[src/rtl/phy_rx_map.svh]
`ifndef PHY_RX_MAP_SVH
`define PHY_RX_MAP_SVH

// system clock rate in kHz
`define SYS_CLK_KHZ 50000
// receive clock rates in kHz: 100 Mb/s nibble, 10 Mb/s nibble, 10 Mb/s serial
`define RXCLK_100_KHZ 25000
`define RXCLK_10_NIBBLE_KHZ 2500
`define RXCLK_10_SERIAL_KHZ 10000
// receive clock periods in system clock cycles
`define RXCLK_100_PERIOD (`SYS_CLK_KHZ / `RXCLK_100_KHZ)
`define RXCLK_10_NIBBLE_PERIOD (`SYS_CLK_KHZ / `RXCLK_10_NIBBLE_KHZ)
`define RXCLK_10_SERIAL_PERIOD (`SYS_CLK_KHZ / `RXCLK_10_SERIAL_KHZ)
// receive word field positions
`define RXW_DATA_LSB 0
`define RXW_DATA_MSB 3
`define RXW_SYM_MSB_POS 4
`define RXW_DV_POS 5
`define RXW_INVALID_POS 6
`define RXW_WIDTH 7
// idle value of the receive outputs
`define RX_IDLE_DATA 4'h0

`endif

[src/rtl/phy_rx_pkg.sv]
package phy_rx_pkg;

  // receive interface operating mode
  typedef enum logic [1:0]
  {
    mode_100_nibble = 2'b00,
    mode_10_nibble = 2'b01,
    mode_10_serial = 2'b11
  } rx_mode_t;

  // line driver signaling choice for the shared twisted-pair path
  typedef enum logic
  {
    tp_manchester = 1'b0,
    tp_mlt3 = 1'b1
  } tp_signal_t;

endpackage

[src/rtl/rx_word_if.sv]
`timescale 1ns/1ps
`default_nettype none

// valid/ready word carrier between the buffer and the output stage
interface rx_word_if #(parameter int W = 7);
  logic valid;
  logic ready;
  logic [W-1:0] data;

  // side that fills the carrier
  modport source (output valid, output data, input ready);
  // side that drains the carrier
  modport sink (input valid, input data, output ready);
endinterface

`default_nettype wire

[src/rtl/phy_mii_receive_output_port.sv]
// Behaviour
// - nibble receive data synchronous to receive clock
// - serial mode at 10 Mb/s uses lowest data line only
// - enable low floats data, clock, valid, error
// - error high on invalid symbol inside a packet or on the first word after it, 100 Mb/s
// - valid high with data, changes on falling edge
// - valid meaningless in symbol mode
// - twisted-pair path follows forced or negotiated speed
// - fiber driver only in fiber mode, else AUI
// - serial mode at 10 Mb/s gives 10 MHz receive clock
`timescale 1ns/1ps
`default_nettype none
`include "phy_rx_map.svh"

module phy_mii_receive_output_port
  import phy_rx_pkg::*;
#(
  parameter int WORD_W = `RXW_WIDTH,
  parameter int BUF_DEPTH = 2
)
(
  // clock and reset
  input wire logic clk_sys,
  input wire logic resetn,
  // configuration
  input wire logic autoneg_enable,
  input wire logic forced_speed_100,
  input wire logic an_result_100,
  input wire logic fiber_mode_select,
  input wire logic serial_mode,
  input wire logic symbol_mode_n,
  // received words from the decoder
  input wire logic rx_word_valid,
  output logic rx_word_ready,
  input wire logic [3:0] rx_word_data,
  input wire logic rx_word_sym_msb,
  input wire logic rx_word_dv,
  input wire logic rx_word_invalid,
  // receive output enable
  input wire logic rx_enable,
  // receive pins
  output logic [3:0] rxd_o,
  output logic [3:0] rxd_oe_n,
  output logic rx_clk_o,
  output logic rx_clk_oe_n,
  output logic rx_dv_o,
  output logic rx_dv_oe_n,
  output logic rx_er_o,
  output logic rx_er_oe_n,
  // line driver selection
  output logic twisted_pair_transmit_driver_mlt3,
  output logic twisted_pair_receive_buffer_mlt3,
  output logic fiber_transmit_output_en,
  output logic attachment_unit_transmit_output_en,
  // resolved mode, for observation
  output logic speed_100
);

  rx_word_if #(.W(WORD_W)) buf_out (); // buffer to output stage

  logic [WORD_W-1:0] in_word; // packed incoming word
  logic speed_100_r; // resolved speed
  rx_mode_t mode_r; // receive clock mode
  tp_signal_t tp_sig_r; // twisted-pair signaling
  logic fiber_r; // fiber driver active
  logic [4:0] period; // receive clock period in cycles
  logic [4:0] high_len; // cycles receive clock stays high
  logic [4:0] div_cnt_r; // divider position
  logic rx_clk_r; // receive clock level
  logic fall_tick; // receive clock falls at this edge
  logic [3:0] rxd_r; // receive data register
  logic rx_dv_r; // data valid register
  logic rx_er_r; // error register
  logic in_packet_r; // inside a received packet
  logic [WORD_W-1:0] w; // word being launched

  // pack the decoder word into the buffer layout
  assign in_word = {rx_word_invalid, rx_word_dv, rx_word_sym_msb, rx_word_data};

  // two-entry buffer in the data path
  rx_skid_buffer #(.W(WORD_W), .DEPTH(BUF_DEPTH)) u_buf (
    .clk_sys(clk_sys),
    .resetn(resetn),
    .in_valid(rx_word_valid),
    .in_ready(rx_word_ready),
    .in_data(in_word),
    .out(buf_out)
  );

  // words leave only at a falling edge of the receive clock
  assign buf_out.ready = fall_tick;
  assign w = buf_out.data;

  // period lookup for the receive clock
  function automatic logic [4:0] period_of(input rx_mode_t m);
    unique case (m)
      mode_100_nibble: period_of = 5'(`RXCLK_100_PERIOD);
      mode_10_nibble: period_of = 5'(`RXCLK_10_NIBBLE_PERIOD);
      mode_10_serial: period_of = 5'(`RXCLK_10_SERIAL_PERIOD);
      default: period_of = 5'(`RXCLK_100_PERIOD);
    endcase
  endfunction

  // resolve speed and line driver choice from forcing or negotiation
  always_ff @(posedge clk_sys or negedge resetn)
  begin
    if (!resetn)
    begin
      speed_100_r <= 1'b0;
      tp_sig_r <= tp_manchester;
      fiber_r <= 1'b0;
    end
    else
    begin
      // fiber operation is always 100 Mb/s
      speed_100_r <= fiber_mode_select ||
                     (autoneg_enable ? an_result_100 : forced_speed_100);
      tp_sig_r <= (autoneg_enable ? an_result_100 : forced_speed_100) ?
                  tp_mlt3 : tp_manchester;
      fiber_r <= fiber_mode_select;
    end
  end

  // receive clock mode follows speed and serial selection
  always_ff @(posedge clk_sys or negedge resetn)
  begin
    if (!resetn)
    begin
      mode_r <= mode_10_nibble;
    end
    else if (speed_100_r)
    begin
      mode_r <= mode_100_nibble;
    end
    else if (serial_mode)
    begin
      mode_r <= mode_10_serial;
    end
    else
    begin
      mode_r <= mode_10_nibble;
    end
  end

  assign period = period_of(mode_r);
  assign high_len = period >> 1;
  // the clock drops when the counter reaches the end of its high phase
  assign fall_tick = (div_cnt_r == high_len - 5'd1);

  // receive clock divider; low phase takes the extra cycle of odd periods
  always_ff @(posedge clk_sys or negedge resetn)
  begin
    if (!resetn)
    begin
      div_cnt_r <= '0;
      rx_clk_r <= 1'b1;
    end
    else
    begin
      // wrap, also when a mode change leaves the counter out of range
      if (div_cnt_r >= period - 5'd1)
      begin
        div_cnt_r <= '0;
        rx_clk_r <= 1'b1;
      end
      else
      begin
        div_cnt_r <= div_cnt_r + 5'd1;
        if (fall_tick)
        begin
          rx_clk_r <= 1'b0;
        end
      end
    end
  end

  // packet tracking for error qualification
  always_ff @(posedge clk_sys or negedge resetn)
  begin
    if (!resetn)
    begin
      in_packet_r <= 1'b0;
    end
    else if (fall_tick)
    begin
      in_packet_r <= buf_out.valid && w[`RXW_DV_POS];
    end
  end

  // launch data on the falling edge of the receive clock
  always_ff @(posedge clk_sys or negedge resetn)
  begin
    if (!resetn)
    begin
      rxd_r <= `RX_IDLE_DATA;
    end
    else if (fall_tick)
    begin
      if (!buf_out.valid)
      begin
        // no word ready: hold the lines quiet
        rxd_r <= `RX_IDLE_DATA;
      end
      else if (mode_r == mode_10_serial)
      begin
        // upper lines carry nothing useful, kept at zero
        rxd_r <= {3'h0, w[`RXW_DATA_LSB]};
      end
      else
      begin
        rxd_r <= w[`RXW_DATA_MSB:`RXW_DATA_LSB];
      end
    end
  end

  // data valid launched with the data
  always_ff @(posedge clk_sys or negedge resetn)
  begin
    if (!resetn)
    begin
      rx_dv_r <= 1'b0;
    end
    else if (fall_tick)
    begin
      // in symbol mode the flag is still passed but carries no meaning
      rx_dv_r <= buf_out.valid && w[`RXW_DV_POS];
    end
  end

  // receive error, or symbol msb in symbol mode
  always_ff @(posedge clk_sys or negedge resetn)
  begin
    if (!resetn)
    begin
      rx_er_r <= 1'b0;
    end
    else if (fall_tick)
    begin
      if (!buf_out.valid)
      begin
        rx_er_r <= 1'b0;
      end
      else if (!symbol_mode_n)
      begin
        rx_er_r <= w[`RXW_SYM_MSB_POS];
      end
      else
      begin
        // only inside a packet or on the first word after it, and only at 100 Mb/s
        rx_er_r <= speed_100_r && w[`RXW_INVALID_POS] &&
                   (w[`RXW_DV_POS] || in_packet_r);
      end
    end
  end

  // pin values
  assign rxd_o = rxd_r;
  assign rx_clk_o = rx_clk_r;
  assign rx_dv_o = rx_dv_r;
  assign rx_er_o = rx_er_r;

  // enable low releases every receive pin
  assign rxd_oe_n = {4{~rx_enable}};
  assign rx_clk_oe_n = ~rx_enable;
  assign rx_dv_oe_n = ~rx_enable;
  assign rx_er_oe_n = ~rx_enable;

  // line driver selection outputs
  assign twisted_pair_transmit_driver_mlt3 = (tp_sig_r == tp_mlt3);
  assign twisted_pair_receive_buffer_mlt3 = (tp_sig_r == tp_mlt3);
  assign fiber_transmit_output_en = fiber_r;
  assign attachment_unit_transmit_output_en = ~fiber_r;
  assign speed_100 = speed_100_r;

endmodule

`default_nettype wire

[src/rtl/rx_skid_buffer.sv]
`timescale 1ns/1ps
`default_nettype none

// two-entry buffer; a stall at the output loses no word
module rx_skid_buffer
  import phy_rx_pkg::*;
#(
  parameter int W = 7,
  parameter int DEPTH = 2
)
(
  // clock and reset
  input wire logic clk_sys,
  input wire logic resetn,
  // filling side
  input wire logic in_valid,
  output logic in_ready,
  input wire logic [W-1:0] in_data,
  // draining side
  rx_word_if.source out
);

  localparam int PW = $clog2(DEPTH);

  logic [W-1:0] mem_r [DEPTH]; // word storage
  logic [PW-1:0] wr_ptr_r; // next slot to fill
  logic [PW-1:0] rd_ptr_r; // next slot to drain
  logic [PW:0] count_r; // words held
  logic push; // word taken in
  logic pop; // word handed out

  // honest full and empty
  assign in_ready = (count_r != (PW+1)'(DEPTH));
  assign out.valid = (count_r != '0);
  assign out.data = mem_r[rd_ptr_r];
  assign push = in_valid && in_ready;
  assign pop = out.valid && out.ready;

  // storage write, no reset needed on data
  always_ff @(posedge clk_sys)
  begin
    if (push)
    begin
      mem_r[wr_ptr_r] <= in_data;
    end
  end

  // pointers and fill level
  always_ff @(posedge clk_sys or negedge resetn)
  begin
    if (!resetn)
    begin
      wr_ptr_r <= '0;
      rd_ptr_r <= '0;
      count_r <= '0;
    end
    else
    begin
      if (push)
      begin
        wr_ptr_r <= (wr_ptr_r == PW'(DEPTH-1)) ? '0 : wr_ptr_r + 1'b1;
      end
      if (pop)
      begin
        rd_ptr_r <= (rd_ptr_r == PW'(DEPTH-1)) ? '0 : rd_ptr_r + 1'b1;
      end
      // net change of the fill level
      if (push && !pop)
      begin
        count_r <= count_r + 1'b1;
      end
      else if (pop && !push)
      begin
        count_r <= count_r - 1'b1;
      end
    end
  end

endmodule

`default_nettype wire

[config.mk]
export PLATFORM = sky130hd
export DESIGN_NAME = phy_mii_receive_output_port
export DESIGN_NICKNAME = d
export VERILOG_FILES = /design/src/rtl/phy_rx_pkg.sv /design/src/rtl/rx_word_if.sv /design/src/rtl/phy_mii_receive_output_port.sv /design/src/rtl/rx_skid_buffer.sv
export VERILOG_INCLUDE_DIRS = /design/src /design/src/rtl
export SDC_FILE = /design/constraint.sdc
export NUM_CORES = 1
export LEC_CHECK = 0
export BUFFER_PORTS_ARGS = -buffer_cell sky130_fd_sc_hd__buf_4
export CAP_MARGIN = 0
export CORE_MARGIN = 5
export CORE_UTILIZATION = 47
export DETAILED_ROUTE_END_ITERATION = 12
export PLACE_DENSITY = 0.76
export SYNTH_ARGS = -nofsm -noshare
export SYNTH_HDL_FRONTEND = slang
export SYNTH_SLANG_ARGS = --single-unit
[constraint.sdc]
create_clock -name clk_sys -period 2.1 [get_ports clk_sys]
set_input_delay 0.42 -clock clk_sys [delete_from_list [all_inputs] [get_ports clk_sys]]
set_output_delay 0.42 -clock clk_sys [all_outputs]
set_load 0.005 [all_outputs]
==> results of run 1 <==
-- cell families (layout without fill, tap and decap cells) --
kind of cell	after synthesis	after routing	share of synthesized area, %
AO/OA/AOI/OAI	16	16	8.58
AND/OR/NAND/NOR	18	18	7.93
adder cells (fa/ha/maj)	6	6	4.90
buffers and inverters	14	53	5.15
flip-flops	35	35	61.9
multiplexers	8	8	5.80
XOR/XNOR	10	10	5.72
-- stage by stage --
stage | power (W) | hold WS, ns | setup WS [ns] | utilization [%]
2_1_floorplan | 0.00164 | 0.124 | 0.0256 | -
3_3_place_gp | 0.00191 | 0.315 | 0.104 | 59.0
3_5_place_dp | 0.00195 | 0.321 | 0.0313 | 59.0
4_1_cts | 0.00246 | 0.178 | 0.0373 | 62.4
5_1_grt | 0.00265 | 0.171 | 0.00283 | 63.6
6_report | 0.00248 | 0.195 | 0.0879 | 63.6
-- power by group --
group / total, W / switching [W] / internal (W)
logic: 0.000905 / 0.000392 / 0.000513
registers: 0.00108 / 0.000152 / 0.000928
clock network: 0.000498 / 0.000217 / 0.000281
-- cells in the final DEF, fill, tap and decap left out, types with 2 or more instances in the layout --
master	netlist	final
a211oi_1	4	2
a211oi_2	0	2
a22o_1	3	3
a32o_1	3	3
buf_4	7	38
clkbuf_4	0	5
dfrtp_1	19	19
dfstp_2	2	2
edfxtp_1	14	14
ha_1	6	4
inv_1	6	6
mux2_2	7	7
nand2_1	3	3
nand2b_1	3	3
nand3_1	2	2
nor2_1	3	3
xnor2_1	3	3
xor2_1	7	6
-- registers in the layout, summed over array words and instances, names as in the netlist --
name and flops:
div_cnt_r 5, fiber_transmit_output_en 1, mode_r 2, rx_clk_o 1
rx_dv_o 1, rx_er_o 1, rxd_o 4, speed_100 1
twisted_pair_receive_buffer_mlt3 1, u_buf.count_r 2, u_buf.mem_r 14, u_buf.rd_ptr_r 1
u_buf.wr_ptr_r 1
-- final cells by class --
class | count | area (um^2) | share of cell area (%)
inverters | 6 | 22.5 | 1.15
clock buffers | 6 | 51.3 | 2.62
well taps | 44 | 55.1 | 2.81
repair buffers | 39 | 295 | 15.1
clock inverters | 2 | 35.0 | 1.79
multi-input cells | 58 | 549 | 28.1
flip-flops and latches | 35 | 948 | 48.5
-- how the worst min path moves through the flow --
stage / start / end / depth (start not counted)
floorplan: resetn / div_cnt_r[0] / 0
global placement: resetn / fiber_transmit_output_en / 1
detailed placement: resetn / fiber_transmit_output_en / 1
CTS: fiber_mode_select / fiber_transmit_output_en / 1
global route: fiber_mode_select / fiber_transmit_output_en / 1
finish: fiber_mode_select / fiber_transmit_output_en / 1
-- routing by layer --
layer / vias up / track usage [%]
met5: - / 0
met2: 37 / 22.5
li1: 454 / -
met4: 0 / 8.35
met3: 5 / 4.05
met1: 442 / 17.9
-- critical path: stages, from the launching register on --
cell and delay [ns]:
dfstp_2 0.56, or2b_4 0.30, ha_4 0.21, a21o_1 0.19, a211o_4 0.36, a221o_1 0.33
-- timing repair --
action | CTS | global route
endpoints found under the hold margin | 19 | 0
hold buffers | 1 | 0
pin swaps | 0 | 4
setup endpoints to repair | 1 | 6
buffers inserted | 1 | 0
gates resized for setup | 0 | 6
==> flow_metrics.env, run 1 <==
export IMPL_h_tree_depth=2
export IMPL_diodes=0
export IMPL_num_vias=938
export IMPL_crit_fanout=6
export IMPL_fin_skew_ns=0.00422
export IMPL_ios=37
export IMPL_ys_types=31
export IMPL_final_cell_area_um2=1960
export IMPL_dieArea_um2=4500
export IMPL_stdcell_count=190
export IMPL_cts_sinks=35
export IMPL_critPathLaunchType="flop"
export IMPL_highest_layer="met4"
export IMPL_grt_max_degree=22
export IMPL_dp_cells=180
export IMPL_synthFlopType="dfrtp_1"
export IMPL_seq_area_frac_synth_pct=61.9
export IMPL_synth_nets=130
export IMPL_synth_top_area_share_pct=31.0
export IMPL_drtAntennaViolNets=0
export IMPL_ys_seq_elements=35
export IMPL_cts_clk_slew_worst_paths_ns=0.10
export IMPL_power_density_nw_per_um2=1270
export IMPL_start_util_pct=49.8
export IMPL_grt_pass1_vias=988
export IMPL_synth_edff_count=14
export IMPL_rrSetupSlack_ns=0.09
export IMPL_peakVddDrop_mv=0.672
export IMPL_synth_area_top_cells="dfrtp_1 31%, edfxtp_1 27%, mux2_2 5.1%, ha_1 4.9%, xor2_1 4.0%"
export IMPL_worstPathArrival_ns=2.28
export IMPL_reg2reg_from="mode_r[0]"
export IMPL_io_buffers=36
export IMPL_critPathLaunch="mode_r[0]"
export IMPL_track_usage_pct=14.5
export IMPL_cp_end_kind="flop"
export IMPL_met3_length_um=192
export IMPL_finalMaxSlewViolations=0
export IMPL_place_area_um2=1820
export IMPL_syn_inst=107
export IMPL_fp_dieW_um=67.1
export IMPL_syn_area_um2=1530
export IMPL_synthTopCellsByCount="19 x dfrtp_1, 14 x edfxtp_1, 7 x buf_4, 7 x mux2_2, 7 x xor2_1"
export IMPL_root_buffer="clkbuf_4"
export IMPL_crit_end="rx_clk_o"
export IMPL_n_fill_cell=240
export IMPL_slew_headroom_pct=61.7
export IMPL_syn_area_per_cell_um2=14.3
export IMPL_max_freq_ghz=0.497
export IMPL_drive_above_1_share_pct=45.2
export IMPL_p_leak_nw=0.867
export IMPL_postRouteWirelength_um=2760
export IMPL_setup_tns_final_ns=0
export IMPL_crit_type="reg2reg"
export IMPL_wl_per_cell_um=14.5
export IMPL_core_area_um2=3080
export IMPL_detail_route_vias_per_cell=4.94
export IMPL_hold_path_class="in2reg"
export IMPL_worst_pin_slew_ns=0.572
export IMPL_hold_violations=0
export IMPL_finalSetupViolations=0
export IMPL_grt_ovfl_total=0
export IMPL_hpwl_um=2030
export IMPL_clockBufferDepth=2
export IMPL_antenna_found_initial=0
export IMPL_grt_pass1_wl_um=4610
export IMPL_ys_warnings_count=0
export IMPL_reg2reg_depth=5
export IMPL_cts_tree="built"
export IMPL_wl_met2_um=1330
export IMPL_finalCriticalPeriod_ns=2.01
export IMPL_wl_met1_um=1180
export IMPL_clock_latency_ns=0.33
export IMPL_fin_crit_sh_pct=95.8
export IMPL_cts_buffers=5
export IMPL_ys_async_sr_fraction_pct=60.0
export IMPL_die_y_um=67.1
export IMPL_post_synth_top_count_cell="dfrtp_1"
export IMPL_cap_violations=0
export IMPL_dr_first_iter_drc_count=21
export IMPL_layout_nets=168
export IMPL_yosysTopAreaCell="dfrtp_1"
export IMPL_drt_pre_antenna_iters=4
export IMPL_cp_required_ns=2.37
export IMPL_grt_setup_unrepaired="yes"
export IMPL_gp_congestion=0.771
export IMPL_drc_errors=0
export IMPL_rows=20
export IMPL_status="complete, no violations"
export IMPL_r2r_end="rx_clk_o"
export IMPL_syn2layout_area_growth_pct=27.8
Power figures use the tool's default switching activity.
==> inputs of run 2 (changes only) <==
CORE_UTILIZATION = 52   (was 47)
PLACE_DENSITY = 0.79   (was 0.76)
SLEW_MARGIN = 5   (was default)
SYNTH_HIERARCHICAL = 1   (was default)
clock period = 1.9 ns   (was 2.1 ns; I/O delays follow)
==> flow_metrics.env, run 2 <==
export IMPL_yosys_mux_area_fraction_pct=10.6
export IMPL_ys_seq_elements=35
export IMPL_fin_skew_ns=0.00514
export IMPL_cts_tree="built"
export IMPL_postRouteWirelength_um=2680
export IMPL_crit_end="u_buf/count_r[1]"
export IMPL_hold_violations=0
export IMPL_num_vias=997
export IMPL_fin_ws_ns=0.0390
export IMPL_h_tree_depth=2
export IMPL_yosysTopAreaCell="dfrtp_1"
export IMPL_place_area_um2=1890
export IMPL_drc_errors=0
export IMPL_status="complete, no violations"
export IMPL_detail_route_vias_per_cell=5.17
export IMPL_cts_clk_slew_worst_paths_ns=0.10
export IMPL_clockBufferDepth=2
export IMPL_finalCriticalPeriod_ns=1.86
export IMPL_die_y_um=65.5
export IMPL_finalMaxSlewViolations=0
export IMPL_synth_area_top_cells="dfrtp_1 30%, edfxtp_1 26%, mux2_2 5.6%, ha_1 4.7%, mux2_4 3.8%"
export IMPL_drt_pre_antenna_iters=4
export IMPL_reg2reg_depth=9
export IMPL_diodes=0
export IMPL_cts_sinks=35
export IMPL_p_leak_nw=0.928
export IMPL_root_buffer="clkbuf_4"
export IMPL_top_register="u_buf/mem_r"
export IMPL_r2r_end="u_buf/count_r[1]"
export IMPL_ios=37
export IMPL_grt_setup_unrepaired="yes"
export IMPL_grt_pass1_wl_um=4460
export IMPL_ys_async_sr_fraction_pct=60.0
export IMPL_critPathLaunchType="flop"
export IMPL_final_cell_area_um2=1960
export IMPL_synthFlopType="dfrtp_1"
export IMPL_synth_xor_area_share_pct=4.92
export IMPL_layout_nets=182
export IMPL_stdcell_count=193
export IMPL_syn_area_per_cell_um2=13.5
export IMPL_final_cell_mix="42 x buf_4, 19 x dfrtp_1, 14 x edfxtp_1"
export IMPL_power_density_nw_per_um2=1360
export IMPL_post_synth_top_count_cell="dfrtp_1"
export IMPL_largest_register_ffs=14
export IMPL_synthTopCellsByCount="19 x dfrtp_1, 14 x edfxtp_1, 9 x inv_1"
export IMPL_clock_latency_ns=0.32
export IMPL_seq_area_frac_synth_pct=59.2
export IMPL_syn2layout_area_growth_pct=22.5
export IMPL_dr_first_iter_drc_count=33
export IMPL_synth_top_family_by_area="multiplexers"
export IMPL_reg2reg_from="div_cnt_r[3]"
export IMPL_dp_cells=184
export IMPL_track_usage_pct=13.9
export IMPL_crit_type="reg2reg"
export IMPL_pre_cts_ws_ns=-0.0461
export IMPL_syn_area_um2=1600
export IMPL_hpwl_um=2120
export IMPL_grt_ovfl_total=0
export IMPL_gp_congestion=0.783
export IMPL_cap_violations=0
export IMPL_worst_pin_slew_ns=0.434
export IMPL_fp_dieW_um=65.5
export IMPL_synth_compound_area_share_pct=4.38
export IMPL_drive_above_1_share_pct=45.6
export IMPL_finalSetupViolations=0
export IMPL_ys_warnings_count=6
export IMPL_synth_top_area_share_pct=29.7
export IMPL_crit_fanout=3
export IMPL_wl_per_cell_um=13.9
export IMPL_start_util_pct=53.3
export IMPL_critPathLaunch="div_cnt_r[3]"
export IMPL_rrSetupSlack_ns=0.04
export IMPL_dieArea_um2=4290
export IMPL_yosys_area_share_adder_pct=4.69
export IMPL_grt_pass1_vias=1020
export IMPL_worstHoldStart="fiber_mode_select"
export IMPL_rows=20
export IMPL_cp_end_kind="flop"
export IMPL_io_buffers=36
export IMPL_cp_required_ns=2.15
export IMPL_synth_nets=142
export IMPL_layout_commonest_cell="buf_4"
export IMPL_max_freq_ghz=0.537
export IMPL_grt_max_degree=22
export IMPL_fin_crit_sh_pct=97.9
export IMPL_syn_inst=119
export IMPL_worstPathArrival_ns=2.11
export IMPL_synthSimpleGateAreaFrac_pct=9.53
export IMPL_peakVddDrop_mv=0.745
export IMPL_ys_types=33
export IMPL_hold_path_class="in2reg"
export IMPL_slew_headroom_pct=70.8
export IMPL_antenna_found_initial=0
export IMPL_drtAntennaViolNets=0
export IMPL_cts_buffers=5
export IMPL_synth_edff_count=14
export IMPL_core_area_um2=3000
==> run 2: kinds of logic (layout without fill, tap and decap cells) <==
family / count (synthesis) / after routing
AO/OA/AOI/OAI: 11 / 11
XOR/XNOR: 9 / 9
adder cells (fa/ha/maj): 6 / 6
buffers and inverters: 19 / 60
flip-flops: 35 / 35
multiplexers: 14 / 14
AND/OR/NAND/NOR: 25 / 25
==> run 2: worst min-delay path by stage <==
stage,end,slack (ns),cells past startpoint
after global placement,u_buf/wr_ptr_r,0.27,1
after CTS,fiber_transmit_output_en,0.14,1
after floorplan,div_cnt_r[0],0.08,0
final,fiber_transmit_output_en,0.16,1
after detailed placement,u_buf/wr_ptr_r,0.28,1
after global routing,fiber_transmit_output_en,0.14,1
==> run 2: worst max-delay path, cell delays in order, from the launching register on <==
cell and delay, ns:
dfrtp_1 0.42, xor2_1 0.15, a31oi_1 0.10, or4_4 0.43, inv_2 0.08, nand2_4 0.06, ha_4 0.15, xor2_1 0.13
nor2_1 0.11, xor2_1 0.15
==> run 2: where the power goes <==
part	switching, W	internal [W]	total [W]	leakage, nW
sequential	0.000166	0.00103	0.00120	0.385
clock	0.000219	0.000144	0.000363	0.0293
combinational	0.000464	0.000649	0.00111	0.513
==> run 2: metal layers <==
| metal | global-route usage, % | vias up | wire length (um) |
|---|---|---|---|
| met4 | 3.37 | 0 | 18 |
| met5 | 0 | - | 0 |
| met3 | 6.15 | 2 | 204 |
| li1 | - | 482 | - |
| met1 | 16.3 | 476 | 1180 |
| met2 | 23.1 | 37 | 1270 |
==> run 2: what timing repair did <==
action	CTS	global route
endpoints found under the hold margin	19	0
setup buffers	0	0
gates resized for setup	2	2
setup endpoints to repair	3	1
pin swaps	1	0
hold buffers	1	0
==> run 2: through the flow <==
stage          setup TNS, ns  utilization, %  total power [W]  hold slack, ns
2_1_floorplan        -0.0525               -          0.00194          0.0844
3_3_place_gp               0            62.8          0.00225           0.273
3_5_place_dp         -0.0671            62.8          0.00230           0.276
4_1_cts              -0.0206            64.9          0.00269           0.144
5_1_grt              -0.0960            65.3          0.00286           0.143
6_report                   0            65.3          0.00268           0.163
==> run 2: area by class of cell <==
type	count	area (um^2)
multi-input combinational	65	563
tap	33	41.3
sequential	35	948
clock inverter	1	5.00
fill	230	1040
clock buffer	7	45.0
inverter	9	33.8
timing repair buffer	43	325
==> inputs of run 3 (changes only) <==
CORE_UTILIZATION = 55   (was 52)
CTS_BUF_LIST = sky130_fd_sc_hd__clkbuf_8   (was default)
PLACE_DENSITY = 0.83   (was 0.79)
==> flow_metrics.env, run 3 (same netlist as run 2, synthesis figures left out) <==
export IMPL_status="complete, no violations"
export IMPL_dp_cells=182
export IMPL_ios=37
export IMPL_max_freq_ghz=0.534
export IMPL_grt_pass1_wl_um=4880
export IMPL_cts_sinks=35
export IMPL_start_util_pct=57.6
export IMPL_stdcell_count=191
export IMPL_num_vias=1002
export IMPL_grt_ovfl_total=0
export IMPL_met3_length_um=203
export IMPL_cts_setup_buffers=0
export IMPL_critPathLaunchType="flop"
export IMPL_crit_type="reg2reg"
export IMPL_crit_fanout=5
export IMPL_grt_max_degree=22
export IMPL_peakVddDrop_mv=1.04
export IMPL_dieArea_um2=4090
export IMPL_worst_pin_slew_ns=0.364
export IMPL_antenna_found_initial=0
export IMPL_rows=19
export IMPL_drt_pre_antenna_iters=4
export IMPL_cp_end_kind="flop"
export IMPL_die_y_um=64.0
export IMPL_cp_required_ns=2.12
export IMPL_top_register="u_buf/mem_r"
export IMPL_p_leak_nw=0.947
export IMPL_power_density_nw_per_um2=1440
export IMPL_finalMaxSlewViolations=0
export IMPL_layout_commonest_cell="buf_4"
export IMPL_drtAntennaViolNets=0
export IMPL_drive_above_1_share_pct=46.9
export IMPL_wl_per_cell_um=14.7
export IMPL_wl_met2_um=1390
export IMPL_detail_route_vias_per_cell=5.25
export IMPL_fp_dieW_um=64.0
export IMPL_diodes=0
export IMPL_grt_setup_unrepaired="yes"
export IMPL_clockBufferDepth=2
export IMPL_cts_clk_slew_worst_paths_ns=0.07
export IMPL_syn2layout_area_growth_pct=25.1
export IMPL_cts_buffers=5
export IMPL_finalSetupViolations=0
export IMPL_slew_headroom_pct=75.6
export IMPL_gp_congestion=0.750
export IMPL_highest_layer="met4"
export IMPL_finalCriticalPeriod_ns=1.87
export IMPL_fin_crit_sh_pct=98.6
export IMPL_layout_nets=182
export IMPL_cap_violations=0
export IMPL_drc_errors=0
export IMPL_final_cell_mix="42 x buf_4, 19 x dfrtp_1, 14 x edfxtp_1"
export IMPL_fin_skew_ns=0.00533
export IMPL_postRouteWirelength_um=2800
export IMPL_grt_pass1_vias=1084
export IMPL_hold_path_class="in2reg"
export IMPL_cts_tree="built"
export IMPL_dr_first_iter_drc_count=21
export IMPL_core_area_um2=2780
export IMPL_largest_register_ffs=14
export IMPL_wl_met1_um=1140
export IMPL_hpwl_um=2190
export IMPL_clock_latency_ns=0.29
export IMPL_hold_violations=0
export IMPL_total_power_w=0.00288
export IMPL_io_buffers=36
export IMPL_track_usage_pct=15.5
export IMPL_h_tree_depth=2
export IMPL_worstPathArrival_ns=2.09
export IMPL_root_buffer="clkbuf_8"
## run 3: worst max-delay path, stage by stage, from the launching register on
cell	delay, ns
dfstp_2	0.56
a31oi_1	0.09
or4_4	0.43
inv_2	0.08
nand2_4	0.05
ha_2	0.18
xor2_1	0.14
nor2_1	0.13
xor2_1	0.14
## run 3: per-layer routing
layer | up-vias | GRT usage, %
met2 | 35 | 23.5
met1 | 477 | 18.8
met3 | 7 | 6.30
met5 | - | 0
met4 | 0 | 8.05
li1 | 483 | -
## run 3: power breakdown
group          internal [W]  total [W]  switching, W
Clock              0.000329   0.000589      0.000259
Combinational      0.000639    0.00109      0.000454
Sequential          0.00103    0.00120      0.000163
## run 3: repair_timing
| item | 4_1_cts | 5_1_grt |
|---|---|---|
| pin swaps | 1 | 2 |
| hold buffers | 1 | 0 |
| endpoints found under the setup margin | 1 | 7 |
| hold endpoints to repair | 19 | 0 |
| gates resized for setup | 1 | 2 |
## run 3: final timing paths
check / start / to / slack [ns] / cells after the start
min reg2reg: speed_100 / mode_r[0] / 0.45 / 1
max: mode_r[0] / u_buf/count_r[1] / 0.03 / 8
min: fiber_mode_select / fiber_transmit_output_en / 0.21 / 1
max reg2reg: mode_r[0] / u_buf/count_r[1] / 0.03 / 8
min in group asynchronous: resetn / u_buf/count_r[1] / 0.51 / 2
max in group asynchronous: resetn / mode_r[0] / 1.12 / 2
## run 3: final cells by class
class	instances	area [um^2]
clock buffers	7	96.3
inverters	9	33.8
repair buffers	43	325
multi-input cells	65	553
fillers	173	778
well taps	31	38.8
clock inverters	1	7.51
flip-flops and latches	35	948
## run 3: stage by stage
step | TNS [ns] | cell area (um^2) | util (%) | setup WS (ns) | hold WS, ns
after detailed placement | -0.0385 | 1880 | 67.7 | -0.0385 | 0.279
after global routing | -0.0759 | 2000 | 72.0 | -0.0759 | 0.189
final | 0 | 2000 | 72.0 | 0.0261 | 0.208
after floorplan | -0.0525 | 1600 | - | -0.0525 | 0.0844
after global placement | 0 | 1880 | 67.7 | 0.0564 | 0.275
after CTS | 0 | 2000 | 71.9 | 0.00369 | 0.201
